### src/crf_defines.svh
/*
 * constants of the capture record formatter: type codes, header sizes,
 * extension more bit position and hash width.
 * assumes inclusion by the formatter package and module only.
 */
`ifndef CRF_DEFINES_SVH
`define CRF_DEFINES_SVH

// ----------------------------------------
// record type codes
// ----------------------------------------
`define CRF_TYPE_HDLC                     7'h01
`define CRF_ETHERNET_RECORD_TYPE          7'h02
`define CRF_TYPE_COLOR_HDLC               7'h0a
`define CRF_COLORED_ETHERNET_RECORD_TYPE  7'h0b
`define CRF_TYPE_HASH_HDLC                7'h13
`define CRF_HASHED_ETHERNET_RECORD_TYPE   7'h14
`define CRF_TYPE_RAW_LINK                 7'h18
`define CRF_TYPE_PAD                      7'h30
`define CRF_TYPE_RSV_LO                   7'h20
`define CRF_TYPE_RSV_HI                   7'h2f

// ----------------------------------------
// sizes in bytes, extension more bit position and hash width in bits
// ----------------------------------------
`define CRF_GEN_HDR_BYTES    16'h0010
`define CRF_EXT_HDR_BYTES    16'h0008
`define CRF_HDLC_PFX_BYTES   16'h0004
`define CRF_ETH_PFX_BYTES    16'h0002
`define CRF_EXT_MORE_BIT     7
`define CRF_HASH_BITS        4

`endif

### src/crf_pkg.sv
/*
 * types of the capture record formatter.
 * assumes crf_defines.svh on the include path.
 */
`include "crf_defines.svh"
package crf_pkg;

	typedef enum logic [2:0] {
		CRF_HDLC       = 3'h0,
		CRF_ETH        = 3'h1,
		CRF_COLOR_HDLC = 3'h2,
		CRF_COLOR_ETH  = 3'h3,
		CRF_HASH_HDLC  = 3'h4,
		CRF_HASH_ETH   = 3'h5
	} crf_variant_type;

	// descriptor of one captured frame, handed over at frame start
	typedef struct packed {
		crf_variant_type variant;
		logic [63:0]     timestamp;
		logic [7:0]      flags;
		logic [15:0]     wire_len;
		logic [15:0]     loss_count;
		logic [1:0]      stream_hit;
		logic [13:0]     filter_rule;
		logic [3:0]      hash;
		logic [31:0]     link_header;
		logic [2:0]      ext_count;
		logic [15:0]     payload_len;
	} crf_desc_type;

endpackage

### src/crf_formatter.sv
/*
 * capture record formatter: turns a frame descriptor, its extension header
 * words and its payload bytes into one record byte stream.
 * assumes the descriptor is held stable while in_ready is high after a start,
 * that extension and payload sources hold their data until taken, and that
 * the host memory path accepts bytes with out_ready back-pressure.
 */
`timescale 1ns/1ps
`include "crf_defines.svh"

// Contract
// - type byte msb set when extension headers follow; low seven bits hold code.
// - every extension header emitted is exactly eight bytes.
// - extension type byte msb is one except on the last header.
// - extension low seven bits pass through unchanged from the source.
// - codes 24 and 48 are raw and pad; 32 to 47 never emitted.
// - HDLC uses code 1, four-byte link header after generic header.
// - HDLC payload equals length minus 16, extensions, minus four.
// - Ethernet uses code 2, offset byte then pad byte before frame.
// - frame starts right after the pad byte.
// - Ethernet payload equals length minus 16, extensions, minus two.
// - colored HDLC code 10, color tag replaces loss counter.
// - colored Ethernet code 11, color tag replaces loss counter.
// - color tag bits 0,1 stream flags, bits 2-15 filter rule.
// - hashed HDLC code 19, hash in bits 0-3, color above; the code puts filter rule bits 0-11 above, without the stream flags.
// - hashed Ethernet code 20, Ethernet layout with hash tag.
// - type 20 payload equals length minus 16, extensions, minus two.
// - timestamp little-endian, other fields big-endian, payload in wire order.
// - length field gives total record bytes.
// - without extensions the type msb is zero.
module crf_formatter
	import crf_pkg::*;
(
	// clock and reset
	input  wire logic         CLK,
	input  wire logic         RSTN,
	// frame descriptor
	input  wire logic         IN_VALID,
	output logic              IN_READY,
	input  wire crf_desc_type IN_DESC,
	// extension header words, first byte in bits 63:56
	input  wire logic         EXT_VALID,
	output logic              EXT_READY,
	input  wire logic [63:0]  EXT_WORD,
	// payload bytes in wire order
	input  wire logic         PAY_VALID,
	output logic              PAY_READY,
	input  wire logic [7:0]   PAY_BYTE,
	// record byte stream
	output logic              OUT_VALID,
	input  wire logic         OUT_READY,
	output logic [7:0]        OUT_BYTE,
	output logic              OUT_LAST
);

	typedef enum logic [4:0] {
		ST_IDLE = 5'b00001,
		ST_GEN  = 5'b00010,
		ST_EXT  = 5'b00100,
		ST_PFX  = 5'b01000,
		ST_PAY  = 5'b10000
	} crf_state_type;

	typedef struct packed {
		crf_state_type state;
		crf_desc_type  desc;
		logic [127:0]  gen;
		logic [63:0]   ext;
		logic [31:0]   pfx;
		logic [15:0]   cnt;
		logic [2:0]    ext_left;
		logic          loaded;
		logic [7:0]    out_byte;
		logic          out_valid;
		logic          out_last;
	} crf_regs_type;

	crf_regs_type r;
	crf_regs_type next_r;

	logic [6:0]  code;
	logic        is_eth;
	logic [15:0] tag;
	logic [15:0] pfx_len;
	logic [15:0] rec_len;
	logic        slot_free;

	// ----------------------------------------
	// record header fields from the descriptor
	// ----------------------------------------
	always_comb begin
		is_eth = 1'b0;
		tag    = IN_DESC.loss_count;
		unique case (IN_DESC.variant)
			CRF_HDLC:       code = `CRF_TYPE_HDLC;
			CRF_ETH: begin
				code   = `CRF_ETHERNET_RECORD_TYPE;
				is_eth = 1'b1;
			end
			CRF_COLOR_HDLC: begin
				code = `CRF_TYPE_COLOR_HDLC;
				tag  = {IN_DESC.filter_rule, IN_DESC.stream_hit};
			end
			CRF_COLOR_ETH: begin
				code   = `CRF_COLORED_ETHERNET_RECORD_TYPE;
				is_eth = 1'b1;
				tag    = {IN_DESC.filter_rule, IN_DESC.stream_hit};
			end
			CRF_HASH_HDLC: begin
				code = `CRF_TYPE_HASH_HDLC;
				tag  = {IN_DESC.filter_rule[11:0], IN_DESC.hash};
			end
			CRF_HASH_ETH: begin
				code   = `CRF_HASHED_ETHERNET_RECORD_TYPE;
				is_eth = 1'b1;
				tag    = {IN_DESC.filter_rule[11:0], IN_DESC.hash};
			end
			// only the six listed codes; raw, pad and reserved never leave
			default: code = `CRF_TYPE_HDLC;
		endcase
		pfx_len = is_eth ? `CRF_ETH_PFX_BYTES : `CRF_HDLC_PFX_BYTES;
		// total length counts every byte emitted
		rec_len = `CRF_GEN_HDR_BYTES + pfx_len + IN_DESC.payload_len
			+ {10'h000, IN_DESC.ext_count, 3'h0};
	end

	// output slot is free when empty or being taken this cycle
	assign slot_free = !r.out_valid || OUT_READY;

	// ----------------------------------------
	// sequencer
	// ----------------------------------------
	always_comb begin
		next_r    = r;
		IN_READY  = 1'b0;
		EXT_READY = 1'b0;
		PAY_READY = 1'b0;
		if (r.out_valid && OUT_READY) begin
			next_r.out_valid = 1'b0;
			next_r.out_last  = 1'b0;
		end
		unique case (r.state)
			ST_IDLE: begin
				IN_READY = 1'b1;
				if (IN_VALID) begin
					next_r.desc = IN_DESC;
					// timestamp bytes reversed so low byte leaves first
					next_r.gen = {IN_DESC.timestamp[7:0], IN_DESC.timestamp[15:8],
						IN_DESC.timestamp[23:16], IN_DESC.timestamp[31:24],
						IN_DESC.timestamp[39:32], IN_DESC.timestamp[47:40],
						IN_DESC.timestamp[55:48], IN_DESC.timestamp[63:56],
						(IN_DESC.ext_count != 3'h0), code,
						IN_DESC.flags, rec_len, tag, IN_DESC.wire_len};
					// offset byte left zero, pad byte zero
					next_r.pfx      = is_eth ? 32'h00000000 : IN_DESC.link_header;
					next_r.ext_left = IN_DESC.ext_count;
					next_r.cnt      = 16'h0000;
					next_r.state    = ST_GEN;
				end
			end
			ST_GEN: if (slot_free) begin
				next_r.out_byte  = r.gen[127:120];
				next_r.out_valid = 1'b1;
				next_r.gen       = {r.gen[119:0], 8'h00};
				next_r.cnt       = r.cnt + 16'h0001;
				if (r.cnt == `CRF_GEN_HDR_BYTES - 16'h0001) begin
					next_r.cnt    = 16'h0000;
					next_r.loaded = 1'b0;
					next_r.state  = (r.ext_left != 3'h0) ? ST_EXT : ST_PFX;
				end
			end
			ST_EXT: begin
				if (!r.loaded) begin
					EXT_READY = 1'b1;
					if (EXT_VALID) begin
						// chain bit forced by position, kind kept
						next_r.ext = {(r.ext_left != 3'h1), EXT_WORD[62:0]};
						next_r.loaded = 1'b1;
					end
				end else if (slot_free) begin
					next_r.out_byte  = r.ext[63:56];
					next_r.out_valid = 1'b1;
					next_r.ext       = {r.ext[55:0], 8'h00};
					next_r.cnt       = r.cnt + 16'h0001;
					if (r.cnt == `CRF_EXT_HDR_BYTES - 16'h0001) begin
						next_r.cnt      = 16'h0000;
						next_r.loaded   = 1'b0;
						next_r.ext_left = r.ext_left - 3'h1;
						if (r.ext_left == 3'h1)
							next_r.state = ST_PFX;
					end
				end
			end
			ST_PFX: if (slot_free) begin
				// prefix follows generic and extension headers
				next_r.out_byte  = r.pfx[31:24];
				next_r.out_valid = 1'b1;
				next_r.pfx       = {r.pfx[23:0], 8'h00};
				next_r.cnt       = r.cnt + 16'h0001;
				if (r.cnt == ((r.desc.variant == CRF_HDLC || r.desc.variant == CRF_COLOR_HDLC
					|| r.desc.variant == CRF_HASH_HDLC) ? `CRF_HDLC_PFX_BYTES
					: `CRF_ETH_PFX_BYTES) - 16'h0001) begin
					next_r.cnt = 16'h0000;
					if (r.desc.payload_len == 16'h0000) begin
						next_r.out_last = 1'b1;
						next_r.state    = ST_IDLE;
					end else
						next_r.state = ST_PAY;
				end
			end
			ST_PAY: if (slot_free) begin
				PAY_READY = 1'b1;
				if (PAY_VALID) begin
					next_r.out_byte  = PAY_BYTE;
					next_r.out_valid = 1'b1;
					next_r.cnt       = r.cnt + 16'h0001;
					if (r.cnt == r.desc.payload_len - 16'h0001) begin
						next_r.out_last = 1'b1;
						next_r.state    = ST_IDLE;
					end
				end
			end
			default: next_r.state = ST_IDLE;
		endcase
	end

	always_ff @(posedge CLK or negedge RSTN) begin
		if (!RSTN) begin
			r       <= '0;
			r.state <= ST_IDLE;
		end else
			r <= next_r;
	end

	assign OUT_VALID = r.out_valid;
	assign OUT_BYTE  = r.out_byte;
	assign OUT_LAST  = r.out_last;

	// ----------------------------------------
	// checks
	// ----------------------------------------
	logic [15:0] byte_no;
	logic [15:0] len_field;
	logic        any_ext;
	logic [2:0]  ext_total;
	logic [2:0]  ext_loads;
	logic [3:0]  ext_seen;
	always_ff @(posedge CLK or negedge RSTN) begin
		if (!RSTN) begin
			byte_no   <= 16'h0000;
			len_field <= 16'h0000;
			any_ext   <= 1'b0;
			ext_total <= 3'h0;
			ext_loads <= 3'h0;
			ext_seen  <= 4'h0;
		end else begin
			if (IN_VALID && IN_READY) begin
				any_ext   <= (IN_DESC.ext_count != 3'h0);
				ext_total <= IN_DESC.ext_count;
				ext_loads <= 3'h0;
				ext_seen  <= 4'h0;
			end
			if (EXT_VALID && EXT_READY) begin
				ext_loads <= ext_loads + 3'h1;
				ext_seen  <= 4'h0;
			end
			// counted apart from the sequencer so a miscount shows up
			if (r.state == ST_EXT && r.loaded && slot_free)
				ext_seen <= ext_seen + 4'h1;
			if (OUT_VALID && OUT_READY) begin
				byte_no <= OUT_LAST ? 16'h0000 : byte_no + 16'h0001;
				// length taken from the stream, since a next descriptor may land early
				if (byte_no == 16'h000a)
					len_field[15:8] <= OUT_BYTE;
				if (byte_no == 16'h000b)
					len_field[7:0] <= OUT_BYTE;
			end
		end
	end

	AST_LEN_AT_LAST: assert property (@(posedge CLK) disable iff (!RSTN)
		OUT_VALID && OUT_READY && OUT_LAST |-> byte_no == len_field - 16'h0001)
		else $error("record length differs from bytes emitted");
	AST_TYPE_MSB: assert property (@(posedge CLK) disable iff (!RSTN)
		OUT_VALID && byte_no == 16'h0008 |-> OUT_BYTE[7] == any_ext)
		else $error("type msb does not match extension presence");
	AST_NO_RSV: assert property (@(posedge CLK) disable iff (!RSTN)
		OUT_VALID && byte_no == 16'h0008 |-> !(OUT_BYTE[6:0] >= `CRF_TYPE_RSV_LO
		&& OUT_BYTE[6:0] <= `CRF_TYPE_RSV_HI))
		else $error("reserved type code emitted");
	AST_EXT_EIGHT: assert property (@(posedge CLK) disable iff (!RSTN)
		!(r.state == ST_EXT && r.loaded) |-> ext_seen == 4'h0 || ext_seen == 4'h8)
		else $error("extension header not eight bytes");
	AST_EXT_CHAIN: assert property (@(posedge CLK) disable iff (!RSTN)
		EXT_VALID && EXT_READY |=> r.ext[63] == (ext_loads != ext_total))
		else $error("extension chain bit wrong");
	AST_EXT_KIND: assert property (@(posedge CLK) disable iff (!RSTN)
		EXT_VALID && EXT_READY |=> r.ext[62:0] == $past(EXT_WORD[62:0]))
		else $error("extension kind or contents altered");
	AST_GEN_TO_NEXT: assert property (@(posedge CLK) disable iff (!RSTN)
		OUT_VALID && byte_no == 16'h0010 + {10'h000, ext_total, 3'h0}
		&& !(r.desc.variant inside {CRF_ETH, CRF_COLOR_ETH, CRF_HASH_ETH})
		|-> OUT_BYTE == r.desc.link_header[31:24])
		else $error("link header not right after the headers");
	AST_ETH_PAD: assert property (@(posedge CLK) disable iff (!RSTN)
		PAY_VALID && PAY_READY && r.cnt == 16'h0000
		&& r.desc.variant inside {CRF_ETH, CRF_COLOR_ETH, CRF_HASH_ETH}
		|=> OUT_VALID && byte_no == 16'h0012 + {10'h000, ext_total, 3'h0})
		else $error("ethernet frame not right after the pad byte");
	AST_PAY_ORDER: assert property (@(posedge CLK) disable iff (!RSTN)
		PAY_VALID && PAY_READY |=> OUT_VALID && OUT_BYTE == $past(PAY_BYTE))
		else $error("payload byte altered");

	COV_HDLC: cover property (@(posedge CLK) disable iff (!RSTN)
		IN_VALID && IN_READY && IN_DESC.variant == CRF_HDLC);
	COV_HASH_ETH: cover property (@(posedge CLK) disable iff (!RSTN)
		IN_VALID && IN_READY && IN_DESC.variant == CRF_HASH_ETH);
	COV_TWO_EXT: cover property (@(posedge CLK) disable iff (!RSTN)
		IN_VALID && IN_READY && IN_DESC.ext_count == 3'h2);
	COV_STALL: cover property (@(posedge CLK) disable iff (!RSTN)
		OUT_VALID && !OUT_READY ##1 OUT_VALID && OUT_READY && OUT_LAST);

endmodule

### config.mk
export PLATFORM = sky130hd
export DESIGN_NAME = crf_formatter
export DESIGN_NICKNAME = d
export VERILOG_FILES = /design/src/crf_pkg.sv /design/src/crf_formatter.sv
export VERILOG_INCLUDE_DIRS = /design/src
export SDC_FILE = /design/constraint.sdc
export NUM_CORES = 1
export LEC_CHECK = 0
export ABC_CLOCK_PERIOD_IN_PS = 4100
export BUFFER_PORTS_ARGS = -buffer_cell sky130_fd_sc_hd__buf_2
export CAP_MARGIN = 5
export CORE_ASPECT_RATIO = 0.8
export CORE_MARGIN = 2
export CORE_UTILIZATION = 50
export CTS_CLUSTER_DIAMETER = 120
export DETAILED_ROUTE_END_ITERATION = 8
export GPL_TIMING_DRIVEN = 0
export PLACE_DENSITY = 0.73
export SLEW_MARGIN = 25
export SYNTH_ARGS = -nofsm -noshare
export SYNTH_HDL_FRONTEND = slang
export SYNTH_SLANG_ARGS = --single-unit
export TNS_END_PERCENT = 5
### constraint.sdc
create_clock -name CLK -period 4.1 [get_ports CLK]
set_clock_uncertainty 0.05 [all_clocks]
set_input_delay 0.82 -clock CLK [delete_from_list [all_inputs] [get_ports CLK]]
set_output_delay 0.82 -clock CLK [all_outputs]
set_load 0.05 [all_outputs]
==> reports/qor.txt <==
total power divided by cell area -> 720.8 nW/µm²
largest net degree at the start of global routing -> 84
list of most frequent post-synthesis cells -> sky130_fd_sc_hd__dfrtp_1 (277), sky130_fd_sc_hd__nor2_1 (271), sky130_fd_sc_hd__nand2_1 (198)
DRC violation count after routing -> 0
vertical die dimension -> 153.7 µm
share of layout cells above drive strength 1 -> 18.88%
Final Hold Violating Endpoints -> 0
Synth Flop Type -> sky130_fd_sc_hd__dfrtp_1
Max FO, Critical Path -> 12
wire length of the first global-routing pass -> 67.16 mm
area taken by flip-flops and latches -> 6958 µm²
Final GP Congestion -> 0.8936
area delta synth->final -> 20.19%
number of buffers inserted by port buffering -> 267
post-detailed-routing wire length -> 42.56 mm
Cell Area, Placed -> 15,880 µm²
Max-slew headroom -> 37.50%
antenna violations before repair -> 7
share of flip-flops with an asynchronous set or reset after synthesis -> 100.0%
Reg2Reg Depth -> 9
via count -> 13,040
sequential cell fraction of total power -> 39.8%
worst-margin pin slew -> 0.9304 ns
total nets after synthesis -> 1,801
sinks on the clock net -> 278
post-detailed-route wirelength per cell -> 19.20 µm
row count -> 54
Core Footprint -> 27,430 µm²
proportion of power drawn by the clock network -> 21.4%
arrival time of data at the critical path endpoint -> 4.18 ns
Clk Tree Root Cell -> sky130_fd_sc_hd__clkbuf_16
iteration-0 DRC count of the detailed router -> 1,235
final standard cell count with taps included and fillers excluded -> 2,216
max_cap viols -> 0
aggregate negative setup slack -> 0 ns
critical-path cell list -> buf_2 > nand2_1 > nand2_1 > clkbuf_2 > ha_1 > ha_1 > fa_1 > a21oi_1 > o21bai_1 > a21oi_1 > nor3b_1 > xor2_1 > a221oi_1 > nor2_1
Die W -> 191.1 µm
post-CTS setup buffer count -> 0
distinct cell type count of the synthesized netlist -> 64
clock buffers created by TritonCTS -> 28
vias per std cell -> 5.883
endpoint class of the critical path -> register
synthesis warning total -> 0
cell with the most instances after synthesis -> sky130_fd_sc_hd__dfrtp_1
die area -> 29,360 µm²
hold bufs inserted after CTS -> 0
maximum level of the CTS H-tree -> 1
number of flip-flops and latches in the synthesized netlist -> 278
Clock Tree Buf Depth -> 3
fraction of synthesized cell area taken by the top area cell type -> 49.52%
critical setup path kind -> input port to register
area of combinational cells with multiple inputs -> 6466 µm²
slowest cell delay on critical path -> 0.46 ns
fillers -> 2,446
number of nets in the layout -> 2,100
number of global-route vias before repair -> 12,810
standard cell with the maximum stage delay on the critical path -> sky130_fd_sc_hd__fa_1
sw power -> 0.004853 W
IO Pins -> 269
switching power share of the total -> 40.02%
detailed placer's ending HPWL -> 31.94 mm
EDFF count, synth -> 0
Leak Pwr -> 7.553 nW
result of the run -> finished clean
highest achievable clock rate -> 0.2634 GHz
power consumption -> 0.01213 W
setup slack, reg-to-reg -> 0.73 ns
global routing usage summed across all routing layers -> 28.61%
count of mapped cells out of synthesis -> 1,529
clock transition time at the flip-flop clock pins of the worst setup and hold paths -> 0.06 ns
setup repair after global routing missed its margin -> no
critical path launch point type -> input port
maximum vdd ir drop -> 358.5 µV
insertion delay of the later-clocked pin in the worst-skew pair -> 0.55 ns
count of TritonRoute iterations in the first routing pass -> 6
fin area -> 16,820 µm²
post-synthesis instance area -> 14,000 µm²
final cycle utilization of the critical path -> 92.60%
CP required -> 4.48 ns
clock tree from TritonCTS -> done
Logic pwr share -> 38.8%
cell taking the most area after synthesis -> sky130_fd_sc_hd__dfrtp_1
final-report max-slew violation count -> 0
Cells after DPL -> 2,163
overflow left after global routing -> 0
class of the most critical hold timing path -> input port to asynchronous set/reset pin
effective utilization at floorplan -> 51.03%
portion of the post-synthesis area used by sequential elements -> 49.71%
P_int -> 0.007273 W
final setup violation count -> 0
minimum period implied by the final worst setup slack -> 3.796 ns
synthesized area divided by synthesized cell count -> 9.155 µm²
most area-consuming cells after synthesis -> sky130_fd_sc_hd__dfrtp_1 (50%), sky130_fd_sc_hd__nor2_1 (7.3%), sky130_fd_sc_hd__a221oi_1 (6.7%)
Routed Antenna Nets -> 0
[layer usage]
layer	up-vias	wire, µm	track usage, %
met2	548	18860	44.27
met3	65	3761	5.045
met4	8	953	6.996
li1	6095	-	-
met5	-	52	0
met1	6321	18930	41.92
[registers in the layout, indices dropped and copies added, names as in the netlist]
signal	flops
OUT_BYTE	8
OUT_LAST	1
OUT_VALID	1
r	268
[timing repair]
item	CTS	global route
endpoints found under the setup margin	6	9
resized for setup	1	0
hold endpoints to repair	0	0
[cells by family after synthesis]
family | count (synthesis) | synth area share (%)
compound gates | 362 | 17.87
xor+xnor | 29 | 1.814
fa+ha+maj | 16 | 1.484
buf+inv | 141 | 4.103
flops | 278 | 49.71
mux | 74 | 5.425
simple gates | 629 | 19.60
[area by class of cell]
type | instances | share of cell area (%)
inverters | 16 | 0.3570
flip-flops and latches | 278 | 41.35
repair buffers | 270 | 8.493
clock inverters | 10 | 0.5801
plain buffers | 124 | 3.042
diodes | 3 | 0.04462
clock buffers | 41 | 4.990
well taps | 364 | 2.707
multi-input cells | 1110 | 38.43
[metrics by stage]
step / setup WS [ns] / utilization [%] / hold slack, ns
2_1_floorplan: 0.3107 / - / 0.3886
3_3_place_gp: -3.041 / 57.56 / 0.4040
3_5_place_dp: -0.7570 / 57.90 / 0.4068
4_1_cts: 0.06949 / 61.32 / 0.1630
5_1_grt: 0.1407 / 61.32 / 0.1845
6_report: 0.3036 / 61.33 / 0.1476
[layout by cell type, fill, tap and decap left out, drive strengths merged, types with 12 or more instances in the layout]
master	instances
nor3	25
nor2	271
a22o	14
nand3	67
ha	15
buf	285
inv	17
mux2i	62
xnor2	19
nand2	198
a21oi	53
clkbuf	150
dfrtp	277
a221oi	107
mux2	12
o21ai	94
a31oi	32
[path summary, 6_finish.rpt]
| path | endpoint | start |
|---|---|---|
| min in group CLK | r[31]$_DFFE_PN0P_ | r[31]$_DFFE_PN0P_ |
| max in group asynchronous | r[77]$_DFFE_PN0P_ | RSTN |
| worst min-delay path | r[145]$_DFFE_PN0P_ | RSTN |
| worst max register to register | r[167]$_DFFE_PN0P_ | r[435]$_DFFE_PN0P_ |
| worst min register to register | r[31]$_DFFE_PN0P_ | r[31]$_DFFE_PN0P_ |
| worst max-delay path | r[170]$_DFFE_PN0P_ | IN_DESC[176] |
[critical path, delay by kind of cell]
kind / cells / cell delay [ns]
adder cells (fa/ha/maj): 3 / 0.98
AO/OA/AOI/OAI: 4 / 0.84
AND/OR/NAND/NOR: 4 / 0.71
buffers and inverters: 2 / 0.64
XOR/XNOR: 1 / 0.17
[power groups by stage]
stage	clock, W	sequential [W]	combinational, W
2_1_floorplan	0	0.00456	0.00347
3_3_place_gp	0	0.00480	0.00452
3_5_place_dp	0	0.00484	0.00467
4_1_cts	0.00264	0.00481	0.00470
5_1_grt	0.00274	0.00496	0.00529
6_report	0.00260	0.00483	0.00470
(Power assumes the default switching activity.)
